===== config.mk =====
export PLATFORM = sky130hd
export DESIGN_NAME = adcsa_top
export DESIGN_NICKNAME = d
export VERILOG_FILES = /design/src/hw/adcsa_pkg.sv /design/src/hw/adcsa_top.sv /design/src/hw/adcsa_clkdiv.sv
export VERILOG_INCLUDE_DIRS = /design/src /design/src/hw
export SDC_FILE = /design/constraint.sdc
export NUM_CORES = 1
export LEC_CHECK = 0
export BUFFER_PORTS_ARGS = -buffer_cell sky130_fd_sc_hd__buf_2
export CAP_MARGIN = 40
export CORE_ASPECT_RATIO = 1.2
export CORE_UTILIZATION = 53
export CTS_CLUSTER_DIAMETER = 200
export CTS_CLUSTER_SIZE = 25
export DETAILED_ROUTE_END_ITERATION = 12
export PLACE_DENSITY = 0.85
export SLEW_MARGIN = 10
export SYNTH_ARGS = -nofsm -noshare
export SYNTH_HDL_FRONTEND = slang
export SYNTH_SLANG_ARGS = --single-unit

===== constraint.sdc =====
create_clock -name ref_clk_i -period 2.7 [get_ports ref_clk_i]
set_input_delay 0.27 -clock ref_clk_i [delete_from_list [all_inputs] [get_ports ref_clk_i]]
set_output_delay 0.27 -clock ref_clk_i [all_outputs]
set_load 0.01 [all_outputs]

===== src/hw/adcsa_cfg.svh =====
// Purpose: Constants for the converter sequencer and accumulator.
// Assumes: ref_clk_i is the converter source clock.
// Notes: Times are in converter clock periods unless stated.
`ifndef ADCSA_CFG_SVH
`define ADCSA_CFG_SVH
// ==================================================================
// Clocking
`define ADCSA_SRC_HZ 16000000
`define ADCSA_CONV_MAX_HZ 2000000
`define ADCSA_DIV_BASE (`ADCSA_SRC_HZ / `ADCSA_CONV_MAX_HZ)
`define ADCSA_DIV_W 7
// ==================================================================
// Conversion timing
`define ADCSA_SAMP_MULT 3
`define ADCSA_CONV_EXTRA 10
`define ADCSA_RES_W 8
`define ADCSA_ACC_W 12
// ==================================================================
// Channels
`define ADCSA_CHAN_TEMP 3'h4
`define ADCSA_CHAN_SUPPLY 3'h5
`define ADCSA_CHAN_LAST 3'h5
// ==================================================================
// Reset values
`define ADCSA_RST_SAMP 4'h2
`define ADCSA_RST_CHAN 3'h0
`define ADCSA_SAR_DONE 4'hf
`endif


===== src/hw/adcsa_pkg.sv =====
// Purpose: Types for the converter sequencer and accumulator.
// Assumes: Constants come from adcsa_cfg.svh.
// Notes: States use Gray codes along idle, track, hold.
package adcsa_pkg;
   // ===============================================================
   // Sequencer states
   typedef enum logic [1:0] {
      ADCSA_IDLE = 2'h0,
      ADCSA_TRACK = 2'h1,
      ADCSA_HOLD = 2'h3
   } adcsa_state_t;

   // ===============================================================
   // Divider state
   typedef struct packed {
      logic [6:0] cnt;
   } adcsa_div_t;

   // ===============================================================
   // Sequencer state
   typedef struct packed {
      adcsa_state_t st;
      logic [5:0] cnt;
      logic [3:0] samp;
      logic [3:0] sar_idx;
      logic [7:0] trial;
      logic [7:0] result;
      logic [11:0] acc;
      logic [11:0] acc_out;
      logic [4:0] acc_n;
      logic [4:0] acc_len;
      logic acc_en;
      logic [2:0] chan;
      logic gain;
      logic vref_ext;
      logic flag;
      logic irq;
      logic comp_m;
      logic comp_s;
   } adcsa_seq_t;
endpackage


===== src/hw/adcsa_top.sv =====
// Purpose: Sequencer, SAR logic and accumulator of an 8-bit converter.
// Assumes: comp_i comes from the analogue comparator, asynchronous.
// Notes: Configuration except rate select is latched on a start from idle; restarts reload only the window.
`timescale 1ns/1ps
`default_nettype none
`include "adcsa_cfg.svh"
module adcsa_top
   import adcsa_pkg::*;
(
   input wire logic ref_clk_i,
   input wire logic nrst_i,
   input wire logic start_i,
   input wire logic cont_i,
   input wire logic [2:0] chan_sel_i,
   input wire logic [1:0] rate_sel_i,
   input wire logic [1:0] samp_sel_i,
   input wire logic gain_i,
   input wire logic vref_ext_i,
   input wire logic acc_en_i,
   input wire logic [1:0] acc_sel_i,
   input wire logic done_clr_i,
   input wire logic comp_i,
   output logic [2:0] chan_o,
   output logic gain_o,
   output logic vref_ext_o,
   output logic track_o,
   output logic supply_div_en_o,
   output logic [7:0] trial_o,
   output logic [7:0] result_o,
   output logic [11:0] acc_sum_o,
   output logic busy_o,
   output logic done_flag_o,
   output logic done_irq_o
);
   // ===============================================================
   // Declarations
   adcsa_seq_t s_reg;
   adcsa_seq_t s_next;
   logic tick;
   logic [5:0] total;
   logic last_conv;
   logic restart;

   // Window in periods is twice the code plus two.
   function automatic logic [3:0] samp_len(input logic [1:0] code);
      samp_len = {1'b0, code, 1'b0} + `ADCSA_RST_SAMP;
   endfunction

   // Accumulation count is two to the code plus one.
   function automatic logic [4:0] acc_count(input logic [1:0] code);
      acc_count = 5'(5'h02 << code);
   endfunction

   // ===============================================================
   // Converter clock
   adcsa_clkdiv u_div (
      .ref_clk_i(ref_clk_i),
      .nrst_i(nrst_i),
      .run_i(s_reg.st != ADCSA_IDLE),
      .rate_sel_i(rate_sel_i),
      .tick_o(tick)
   );

   // Conversion length in converter periods.
   assign total = 6'(`ADCSA_SAMP_MULT * s_reg.samp + `ADCSA_CONV_EXTRA);
   assign last_conv = !s_reg.acc_en || (s_reg.acc_n + 5'h01 == s_reg.acc_len);
   assign restart = cont_i || !last_conv;

   // ===============================================================
   // Sequencer
   // Loads configuration, tracks, runs the bit trials and accumulates.
   always_comb begin
      s_next = s_reg;
      s_next.irq = 1'b0;
      s_next.comp_m = comp_i;
      s_next.comp_s = s_reg.comp_m;
      s_next.flag = s_reg.flag && !done_clr_i;
      case (s_reg.st)
         ADCSA_IDLE: begin
            if (start_i || cont_i) begin
               s_next.st = ADCSA_TRACK;
               s_next.cnt = 6'h00;
               s_next.samp = samp_len(samp_sel_i);
               s_next.chan = (chan_sel_i > `ADCSA_CHAN_LAST) ? `ADCSA_RST_CHAN : chan_sel_i;
               s_next.gain = gain_i;
               s_next.vref_ext = vref_ext_i;
               s_next.acc_en = acc_en_i;
               s_next.acc_len = acc_count(acc_sel_i);
               s_next.acc = 12'h000;
               s_next.acc_n = 5'h00;
               s_next.trial = 8'h00;
               s_next.sar_idx = `ADCSA_SAR_DONE;
            end
         end
         ADCSA_TRACK: begin
            if (tick) begin
               s_next.cnt = s_reg.cnt + 6'h01;
               if (s_reg.cnt + 6'h01 == {2'h0, s_reg.samp}) begin
                  s_next.st = ADCSA_HOLD;
                  s_next.trial = 8'h80;
                  s_next.sar_idx = 4'h7;
               end
            end
         end
         ADCSA_HOLD: begin
            if (tick) begin
               s_next.cnt = s_reg.cnt + 6'h01;
               // Keep the trial bit when the input is at or above it.
               if (!s_reg.sar_idx[3]) begin
                  s_next.trial[s_reg.sar_idx[2:0]] = s_reg.comp_s;
                  if (s_reg.sar_idx != 4'h0) begin
                     s_next.trial[s_reg.sar_idx[2:0] - 3'h1] = 1'b1;
                  end
                  s_next.sar_idx = s_reg.sar_idx - 4'h1;
               end
               if (s_reg.cnt + 6'h01 == total) begin
                  s_next.result = s_reg.trial;
                  s_next.acc = s_reg.acc + {4'h0, s_reg.trial};
                  s_next.acc_n = s_reg.acc_n + 5'h01;
                  if (last_conv) begin
                     s_next.irq = 1'b1;
                     s_next.flag = 1'b1;
                     s_next.acc_out = s_reg.acc + {4'h0, s_reg.trial};
                     s_next.acc = 12'h000;
                     s_next.acc_n = 5'h00;
                  end
                  s_next.cnt = 6'h00;
                  s_next.trial = 8'h00;
                  s_next.sar_idx = `ADCSA_SAR_DONE;
                  s_next.st = restart ? ADCSA_TRACK : ADCSA_IDLE;
                  if (restart) begin
                     s_next.samp = samp_len(samp_sel_i);
                  end
               end
            end
         end
         default: begin
            s_next.st = ADCSA_IDLE;
         end
      endcase
   end

   // Registers the sequencer state.
   always_ff @(posedge ref_clk_i or negedge nrst_i) begin
      if (!nrst_i) begin
         s_reg <= '0;
         s_reg.samp <= `ADCSA_RST_SAMP;
         s_reg.sar_idx <= `ADCSA_SAR_DONE;
      end else begin
         s_reg <= s_next;
      end
   end

   // ===============================================================
   // Outputs
   assign chan_o = s_reg.chan;
   assign gain_o = s_reg.gain;
   assign vref_ext_o = s_reg.vref_ext;
   assign track_o = (s_reg.st == ADCSA_TRACK);
   assign supply_div_en_o = busy_o && (s_reg.chan == `ADCSA_CHAN_SUPPLY);
   assign trial_o = s_reg.trial;
   assign result_o = s_reg.result;
   assign acc_sum_o = s_reg.acc_out;
   assign busy_o = (s_reg.st != ADCSA_IDLE);
   assign done_flag_o = s_reg.flag;
   assign done_irq_o = s_reg.irq;

   // ===============================================================
   // Checks
   logic [6:0] gap_cnt;
   logic [5:0] conv_ticks;
   logic [6:0] ratio;

   // Counts cycles between ticks and ticks within one conversion.
   always_ff @(posedge ref_clk_i or negedge nrst_i) begin
      if (!nrst_i) begin
         gap_cnt <= 7'h00;
         conv_ticks <= 6'h00;
      end else begin
         gap_cnt <= (tick || !busy_o) ? 7'h00 : gap_cnt + 7'h01;
         if (!busy_o || (tick && s_reg.st == ADCSA_HOLD && s_reg.cnt + 6'h01 == total)) begin
            conv_ticks <= 6'h00;
         end else if (tick) begin
            conv_ticks <= conv_ticks + 6'h01;
         end
      end
   end
   assign ratio = 7'(`ADCSA_DIV_BASE << rate_sel_i);

   chk_tick_spacing: assert property (@(posedge ref_clk_i) disable iff (!nrst_i)
      tick && busy_o && $past(busy_o) && $past(tick) == 1'b0 && $stable(rate_sel_i)
      |-> gap_cnt == ratio - 7'h01)
      else $error("converter tick spacing wrong");
   chk_conv_length: assert property (@(posedge ref_clk_i) disable iff (!nrst_i)
      tick && s_reg.st == ADCSA_HOLD && s_reg.cnt + 6'h01 == total
      |-> conv_ticks + 6'h01 == total)
      else $error("conversion length wrong");
   chk_track_window: assert property (@(posedge ref_clk_i) disable iff (!nrst_i)
      $fell(track_o) && busy_o |-> s_reg.cnt == {2'h0, s_reg.samp})
      else $error("tracking window length wrong");
   chk_samp_legal: assert property (@(posedge ref_clk_i) disable iff (!nrst_i)
      busy_o |-> (s_reg.samp inside {4'h2, 4'h4, 4'h6, 4'h8}))
      else $error("illegal sampling window");
   chk_chan_range: assert property (@(posedge ref_clk_i) disable iff (!nrst_i)
      chan_o <= `ADCSA_CHAN_LAST)
      else $error("channel out of range");
   chk_supply_gate: assert property (@(posedge ref_clk_i) disable iff (!nrst_i)
      supply_div_en_o == (busy_o && chan_o == `ADCSA_CHAN_SUPPLY))
      else $error("supply divider on outside measurement");
   chk_start_busy: assert property (@(posedge ref_clk_i) disable iff (!nrst_i)
      start_i && !busy_o |=> busy_o ##0 track_o)
      else $error("start did not begin conversion");
   chk_irq_result: assert property (@(posedge ref_clk_i) disable iff (!nrst_i)
      done_irq_o |-> done_flag_o && result_o == $past(trial_o))
      else $error("completion without status or result");
   chk_irq_once: assert property (@(posedge ref_clk_i) disable iff (!nrst_i)
      $rose(s_reg.acc_n != 5'h00) |-> !done_irq_o)
      else $error("completion signalled mid accumulation");
   chk_acc_sum: assert property (@(posedge ref_clk_i) disable iff (!nrst_i)
      done_irq_o && s_reg.acc_en |-> acc_sum_o == $past(s_reg.acc) + {4'h0, result_o})
      else $error("accumulated sum wrong");
endmodule
`default_nettype wire


===== src/hw/adcsa_clkdiv.sv =====
// Purpose: Converter clock divider, one-cycle tick per converter period.
// Assumes: Runs only while a conversion is in progress.
// Notes: Ratio is the base divide shifted by the rate select.
`timescale 1ns/1ps
`default_nettype none
`include "adcsa_cfg.svh"
module adcsa_clkdiv
   import adcsa_pkg::*;
(
   input wire logic ref_clk_i,
   input wire logic nrst_i,
   input wire logic run_i,
   input wire logic [1:0] rate_sel_i,
   output logic tick_o
);
   // ===============================================================
   // Counter
   adcsa_div_t s_reg;
   adcsa_div_t s_next;
   logic [6:0] last;

   // Terminal count is ratio minus one; ratio is 8, 16, 32 or 64.
   assign last = 7'((`ADCSA_DIV_BASE << rate_sel_i) - 1);
   assign tick_o = run_i && (s_reg.cnt == last);

   // The count restarts whenever the sequencer stops.
   always_comb begin
      s_next = s_reg;
      if (!run_i || tick_o) begin
         s_next.cnt = 7'h00;
      end else begin
         s_next.cnt = s_reg.cnt + 7'h01;
      end
   end

   // Registers the divider state.
   always_ff @(posedge ref_clk_i or negedge nrst_i) begin
      if (!nrst_i) begin
         s_reg <= '0;
      end else begin
         s_reg <= s_next;
      end
   end
endmodule
`default_nettype wire


# Word-level counts from Yosys, hierarchy flattened
# Index checks and enable logic that the tools add are counted.
[classes]
n_addsub = 9
n_mul = 1
div_mod_pow = 0
magnitude_cmp = 5
eq_ne = 14
n_shift = 2
mux = 31
bitwise_logic = 1
n_reduce_logical = 27
[ops]
columns = ["cell", "count"]
rows = [
  ["$mux W61", 2],
  ["$mux W12", 4],
  ["$pmux W12 S3", 1],
  ["$mux W29", 1],
  ["$mux W24", 1],
  ["$pmux W12 S2", 1],
  ["$pmux W6 S3", 1],
  ["$mux W16", 1],
  ["$mux W8", 2],
  ["$reduce_and A5 Y1", 3],
  ["$add A12 B8 Y12", 1],
  ["$reduce_and A4 Y1", 3],
  ["$mux W2", 5],
  ["$pmux W5 S2", 1],
  ["$bwmux W8", 1],
  ["$lt A3 B4 Y1 const B", 2],
  ["$or A8 B8 Y8", 1],
  ["$pmux W4 S2", 1],
  ["$add A7 B1 Y7 const B", 1],
  ["$eq A7 B7 Y1", 1],
  ["$mux W7", 1],
  ["$shl A4 B2 Y7 const A", 1],
  ["$sub A7 B2 Y7 const B", 1],
  ["$add A6 B1 Y6 const B", 1],
  ["other kinds (33)", 52],
]
[totals]
register_bits = 83
latchBits = 0
ramBits = 0
rom_bits = 0
in_bits = 18
output_inout_bits = 38
elab_cells = 110
n_memories = 0

# Depth between registers and ports, before layout
# Gate-level depths: netlist of run 1.
[logic_depth]
depth_word = 11
ltp_mapped = 11
depth_no_buf = 10

# Cells and area by module
# From an unflattened synthesis of run 1, not the netlist that was laid out.
[hier_totals]
hier_cells = 479
hier_area_um2 = 4929.7
[modules_own_cells]
columns = ["module", "n_inst", "cells_per_inst", "area_each_um2", "seq_area_each_um2"]
rows = [
  ["adcsa_top", 1, 437, 4501.8, 1858.0],
  ["adcsa_clkdiv", 1, 42, 427.9, 175.2],
]

# Worst setup path before layout of run 1
# OpenSTA, ideal clock, no wires.
[synth_path]
kind = "flip-flop to flip-flop"
start = "register s_reg[65] in the netlist's numbering"
end = "register s_reg (netlist bit trial_o[1])"
setup_ps = 121
arrival_ps = 2817
required_ps = 2579
path_slack_ps = -238
stages_incl_launch_ff = 9
n_path_buf = 1
period_less_slack_ps = 2938
cell_sequence = "dfstp_2 > inv_1 > fa_1 > xnor3_1 > nor4_4 > o21ai_2 > a311o_1 > buf_4 > a22o_1"
[synth_via]
elab_chain_cells = 6
[synth_lines]
columns = ["item", "line_no", "rtl"]
rows = [
  ["from (decl)", "adcsa_top.sv:37", "adcsa_seq_t s_reg;"],
  ["from (signal assigned)", "adcsa_top.sv:150", "s_reg <= s_next;"],
  ["$mul A2 B4 Y6 (no source line)", "--", ""],
  ["$add A6 B4 Y6 (no source line)", "--", ""],
  ["$eq A6 B6 Y1", "--", ""],
  ["$mux W61", "adcsa_top.sv:116", "if (s_reg.cnt + 6'h01 == total) begin"],
  ["$mux W61", "adcsa_top.sv:106", "if (tick) begin"],
  ["$pmux W12 S3", "adcsa_top.sv:78", "case (s_reg.st)"],
]
# Several ways; a longest one is shown, not always the timed one. The select of a mux whose other input is x is not followed.
# A chain may end at the register's enable or synchronous reset.

# Worst setup path in the final report of run 1
[layout_path]
start = "register s_reg[66] in the netlist's numbering"
end = "register s_reg (netlist bit result_o[1])"
[layout_via]
elab_chain_cells = 4
[layout_lines]
columns = ["item"]
rows = [
  ["$mul A2 B4 Y6 (no source line)"],
  ["$add A6 B4 Y6 (no source line)"],
  ["$eq A6 B6 Y1"],
  ["$reduce_and A3 Y1 (no source line)"],
]
# No other way between the ends.

==> results_dict.tcl, run 1 <==
set metrics [dict create \
    crit_type "register to register" \
    cts.sinks 81 \
    min_period_over_period 1.00 \
    grt_usage 0.232 \
    largest_reg_flops 38 \
    layout-drive-gt1-share 0.289 \
    grt_max_degree 51 \
    firstDrtPassIters 5 \
    grt_pass1_vias 3572 \
    worstPathCellList "inv_2, buf_6, fa_1, xnor3_1, nor4_4, buf_6, o2111ai_4, buf_8, mux2_4" \
    fin_area_mm2 0.00557 \
    cts_tree "yes" \
    routed_wl_um 10800 \
    syn_area_mm2 0.00483 \
    h-tree-depth 3 \
    worst_ep_required_time_ps 2960 \
    coreArea_mm2 0.00870 \
    synth_nets 510 \
    num_vias 3804 \
    tightestPinTransition_ps 652 \
    worstPathMaxFanout 6 \
    die-area_mm2 0.00950 \
    areaGrowthSynthToFinish_pct 15.3 \
    start_util 0.555 \
    cpMostUsedCell "buf_6" \
    min_path_cells 2 \
    drt-initial-drc-count 242 \
    yosysUniqueCellTypes 64 \
    r2r_slack_ps -5 \
    cap_violations 0 \
    gp_congestion 0.857 \
    hold_violations 0 \
    die_w_um 89.1 \
    max_stage_delay_ps 550 \
    hold_end "done_flag_o" \
    fin_nets 564 \
    grt_pass1_wl_um 16600 \
    end_kind "register" \
    leakage_uw 0.00269 \
    cts_inserted_buffers 9 \
    ys_ff_latch 81 \
    clockBufferDepth 2 \
    r2r-end "result_o[1]" \
    antenna_cells 0 \
    reg2regPathDepth 9 \
    drc 0 \
    worstPathArrival_ps 2960 \
    synthArstFlopShare 1.00 \
    rsz0062_at_grt "yes" \
    synth_ff_type "dfrtp_1" \
    gr-total-overflow 0 \
    postRouteAntennaNets 0 \
    start_kind "register" \
    hp-start "done_clr_i" \
    cpMaxStageDelayCell "fa_1" \
    via_per_inst 5.88 \
    setup_violations 2 \
    dpl.hpwl_um 7430 \
    synth_edf_count 0 \
    synth_top_area_share 0.394 \
    synth_area_leaders "dfrtp_1 39%, buf_4 5.1%, ha_1 4.9%" \
    max-slew-margin-rel 0.562 \
    wl_per_cell_um 16.6 \
    drv_slew 0 \
    core.rowCount 37 \
    p_per_area_mw_per_mm2 552 \
    yosysWarnings 0 \
    place_area_mm2 0.00515 \
    violations "setup timing" \
    fin_worst_skew_ps 13.3 \
    period_minus_slack_ps 2700 \
    ios 56 \
    r2r_start "s_reg[66]" \
    antenna_found_initial 0 \
    hold_ws_ps 71.0 \
    postSynthCellCount 471 \
    fillerInstances 718 \
    syn_area_per_cell_um2 10.2 \
    clk_latency_ps 370 \
    multiInputGateArea_mm2 0.00254 \
    clock.fmax_mhz 370 \
    root_buffer "clkbuf_8" \
    place_ws_ps -118 \
    ff_latch_area_mm2 0.00203 \
    hp-class "input port to register" \
    setup_slack_ps -4.99 \
    portBuffers 55 \
    synth_top_area_cell "dfrtp_1" \
    ir_worst_vdd_v 0.000232 \
    path_clk_slew_ps 90 \
    worst-path-buf-inv 4 \
    outcome "finished, violations left" \
    die_h_um 107 \
    critPathTopFamily "buffers and inverters" \
    yosysSeqAreaShare 0.421 \
]
-- cell usage after synthesis (4+ instances only) --
cell type / instances
and3_1: 6
o21ai_0: 33
nor3_1: 7
mux2_2: 18
nor2b_1: 7
nand3_1: 13
nand2b_1: 10
a22o_1: 16
buf_2: 4
xnor3_1: 5
dfstp_2: 5
o2bb2ai_1: 6
a21boi_0: 4
mux2i_1: 11
or2_2: 4
inv_1: 15
xnor2_1: 14
nand2_1: 41
a21oi_1: 13
clkbuf_1: 10
o21a_1: 5
nor2_1: 25
buf_4: 33
xor2_1: 8
ha_1: 19
dfrtp_1: 76
-- power by group --
part | switching (uW) | internal (uW) | leakage, uW
Combinational | 435 | 365 | 0.00152
Clock | 462 | 360 | 0.0000887
Sequential | 131 | 1320 | 0.00108
-- metrics by stage --
stage / instances / setup TNS, ps / utilization / power, uW
final: 647 / -7.72 / 0.640 / 3070
after global routing: 647 / -1490 / 0.640 / 3240
after CTS: 641 / 0 / 0.621 / 3040
after detailed placement: 620 / -1370 / 0.592 / 2210
after global placement: 617 / -421 / 0.588 / 2150
after floorplan: 471 / -52.8 / - / 1960
-- final cells by class --
cell class | count | area share
clock inverter | 6 | 0.00764
inverter | 16 | 0.0108
timing repair buffer | 89 | 0.109
clock buffer | 10 | 0.0247
tap | 117 | 0.0263
multi-input combinational | 328 | 0.457
sequential | 81 | 0.365
-- cells in the final DEF, fill, tap and decap left out, drive strengths merged, types with 3 or more instances in the layout --
| cell type | synthesis | layout |
|---|---|---|
| buf | 37 | 86 |
| dfrtp | 76 | 76 |
| nand2 | 41 | 41 |
| o21ai | 36 | 36 |
| nor2 | 25 | 25 |
| mux2 | 20 | 20 |
| ha | 19 | 19 |
| inv | 16 | 17 |
| a22o | 16 | 16 |
| xnor2 | 14 | 14 |
| nand3 | 13 | 13 |
| a21oi | 13 | 13 |
| mux2i | 11 | 11 |
| clkbuf | 10 | 11 |
| nand2b | 10 | 10 |
| xor2 | 8 | 8 |
| nor2b | 7 | 7 |
| nor3 | 7 | 7 |
| and3 | 6 | 6 |
| o2bb2ai | 6 | 6 |
| xnor3 | 5 | 5 |
| o21a | 5 | 5 |
| dfstp | 5 | 5 |
| nor4 | 4 | 4 |
| or2 | 4 | 4 |
| o2111ai | 4 | 4 |
| a21boi | 4 | 4 |
| a31oi | 3 | 3 |
| a21o | 3 | 3 |
| and2 | 3 | 3 |
| or3 | 3 | 3 |
| nand4 | 3 | 3 |
| o311a | 3 | 3 |
| a311oi | 3 | 3 |
| clkinv | 0 | 3 |
-- worst max-delay path by stage --
| stage | start | end | slack, ps | cells past startpoint |
|---|---|---|---|---|
| after floorplan | s_reg[65] | trial_o[1] | -9 | 8 |
| after global placement | s_reg[66] | trial_o[7] | -120 | 10 |
| after detailed placement | s_reg[65] | s_reg[66] | -120 | 8 |
| after CTS | s_reg[66] | acc_sum_o[7] | 1 | 10 |
| after global routing | s_reg[65] | s_reg[63] | -90 | 9 |
| final | s_reg[66] | result_o[1] | -5 | 9 |
-- layer usage --
layer  global-route usage  share of wire
met2                0.386           0.52
met5                    0              0
met3               0.0474          0.042
met4               0.0964          0.024
met1                0.288           0.42
-- kinds of logic after synthesis --
logic type | share of synthesized area
AOI/OAI and AO/OA | 0.172
xor gates and xnor gates | 0.0682
adders and majority gates | 0.0575
buffers and inverters | 0.0757
DFF | 0.421
muxes | 0.0702
and+or+nand+nor | 0.136
-- timing repair --
item | CTS | global route
endpoints found under the hold margin | 30 | 1
pin swaps | 2 | 11
gates cloned | 0 | 3
endpoints found under the setup margin | 26 | 50
resized for setup | 5 | 22
setup buffers | 4 | 2
hold buffers | 1 | 1
No activity file was read; power rests on OpenSTA's default activity.
==> run 2: changes to the inputs <==
Settings changed: RECOVER_POWER set to 25.
==> results_dict.tcl, run 2 (synthesis gave the netlist of run 1 again) <==
set metrics [dict create \
    pwr-share-comb 0.261 \
    clock.fmax_mhz 370 \
    wl_per_cell_um 16.6 \
    netSwitchingPower_uw 1030 \
    end_kind "register" \
    path_clk_slew_ps 90 \
    setup_slack_ps -5.41 \
    ios 56 \
    portBuffers 55 \
    die_h_um 107 \
    outcome "finished, violations left" \
    violations "capacitance limit, slew limit, setup timing" \
    internal_power_uw 2050 \
    worst-path-buf-inv 4 \
    antenna_cells 0 \
    drc 0 \
    gr-total-overflow 0 \
    coreArea_mm2 0.00870 \
    postRouteAntennaNets 0 \
    place_area_mm2 0.00515 \
    cpMaxStageDelayCell "fa_1" \
    pwr-share-clk 0.268 \
    dpl.hpwl_um 7430 \
    grt_pass1_wl_um 16600 \
    rsz0062_at_grt "yes" \
    setup_violations 2 \
    root_buffer "clkbuf_8" \
    worstPathArrival_ps 2960 \
    layout-drive-gt1-share 0.287 \
    antenna_found_initial 0 \
    grt_usage 0.232 \
    hp-class "input port to register" \
    drt-initial-drc-count 242 \
    routed_wl_um 10800 \
    finalPower_uw 3070 \
    drv_slew 32 \
    cpMostUsedCell "buf_6" \
    mostFrequentLayoutCells "76 x dfrtp_1, 56 x buf_2, 41 x nand2_1, 33 x o21ai_0, 25 x nor2_1" \
    crit_type "register to register" \
    fin_worst_skew_ps 13.7 \
    critPathTopFamily "buffers and inverters" \
    fin_nets 564 \
    p_sw_frac 0.335 \
    period_minus_slack_ps 2710 \
    cts_inserted_buffers 9 \
    worst_ep_required_time_ps 2960 \
    fillerInstances 718 \
    via_per_inst 5.88 \
    clockBufferDepth 2 \
    firstDrtPassIters 5 \
    cap_violations 1 \
    seqPwrFrac 0.472 \
    cts_tree "yes" \
    p_per_area_mw_per_mm2 553 \
    core.rowCount 37 \
    areaGrowthSynthToFinish_pct 15.2 \
    h-tree-depth 3 \
    die-area_mm2 0.00950 \
    hold_ws_ps 70.7 \
    grt_max_degree 51 \
    fin_area_mm2 0.00556 \
    gp_congestion 0.857 \
    worstPathMaxFanout 6 \
    grt_pass1_vias 3572 \
    num_vias 3807 \
    leakage_uw 0.00269 \
    worstPathCellList "inv_2, buf_6, fa_1, xnor3_1, nor4_4, buf_6, o2111ai_4, buf_8, mux2_4" \
    start_kind "register" \
    start_util 0.555 \
    largest_reg_flops 38 \
    max_stage_delay_ps 550 \
    clk_latency_ps 370 \
    max-slew-margin-rel -0.217 \
    die_w_um 89.1 \
    cts.sinks 81 \
    min_period_over_period 1.00 \
    hold_violations 0 \
    ir_worst_vdd_v 0.000232 \
    final_common_cell "dfrtp_1" \
    tightestPinTransition_ps 1820 \
]
[run 2: changes by cell type in the layout (fill, tap and decap cells not counted), sizes merged]
cell,previous run,this run
buf,86,85
clkbuf,11,12
[run 2: layout make-up]
type                            count  area [um2]  area share
Clock inverter                      6        42.5     0.00765
Tap cell                          117         146      0.0263
Inverter                           16        60.1      0.0108
Timing Repair Buffer               89         602       0.108
Sequential cell                    81        2030       0.365
Clock buffer                       10         138      0.0247
Multi-Input combinational cell    328        2540       0.457
[run 2: power groups by stage]
stage | combinational [uW] | clock, uW | sequential (uW)
after floorplan | 550 | 0 | 1410
after global placement | 690 | 0 | 1460
after detailed placement | 737 | 0 | 1470
after CTS | 759 | 833 | 1450
after global routing | 886 | 888 | 1470
final | 802 | 823 | 1450
[run 2: per-layer routing]
layer  track usage  vias to the layer above  share of wire
met1         0.288                     1872           0.42
met5             0                        -              0
met3        0.0474                       23          0.046
met2         0.386                      128           0.51
li1              -                     1784              -
met4        0.0964                        0          0.025
[run 2: through the flow]
| stage | instances | setup WS (ps) | setup TNS, ps | utilization |
|---|---|---|---|---|
| floorplan | 471 | -8.80 | -52.8 | - |
| global placement | 617 | -121 | -421 | 0.588 |
| detailed placement | 620 | -118 | -1370 | 0.592 |
| CTS | 641 | 1.26 | 0 | 0.621 |
| global route | 647 | -91.9 | -1490 | 0.639 |
| finish | 647 | -5.41 | -9.11 | 0.639 |
[run 2: path summary, 6_finish.rpt]
check,start,end,slack [ps],depth (start not counted)
worst max-delay path,s_reg[66],result_o[1],-5,9
worst min-delay path,done_clr_i,done_flag_o,70,2
worst max register to register,s_reg[66],result_o[1],-5,9
worst min register to register,s_next[0],s_reg[0],360,0
max in group asynchronous,nrst_i,u_div.s_reg[5],710,2
min in group asynchronous,nrst_i,chan_o[1],940,2
[run 2: what timing repair did]
item,4_1_cts,5_1_grt
buffers inserted,4,2
pin swaps,2,11
cloned,0,3
setup endpoints to repair,26,50
gates resized for setup,5,22
hold endpoints to repair,30,1
hold buffers,1,1
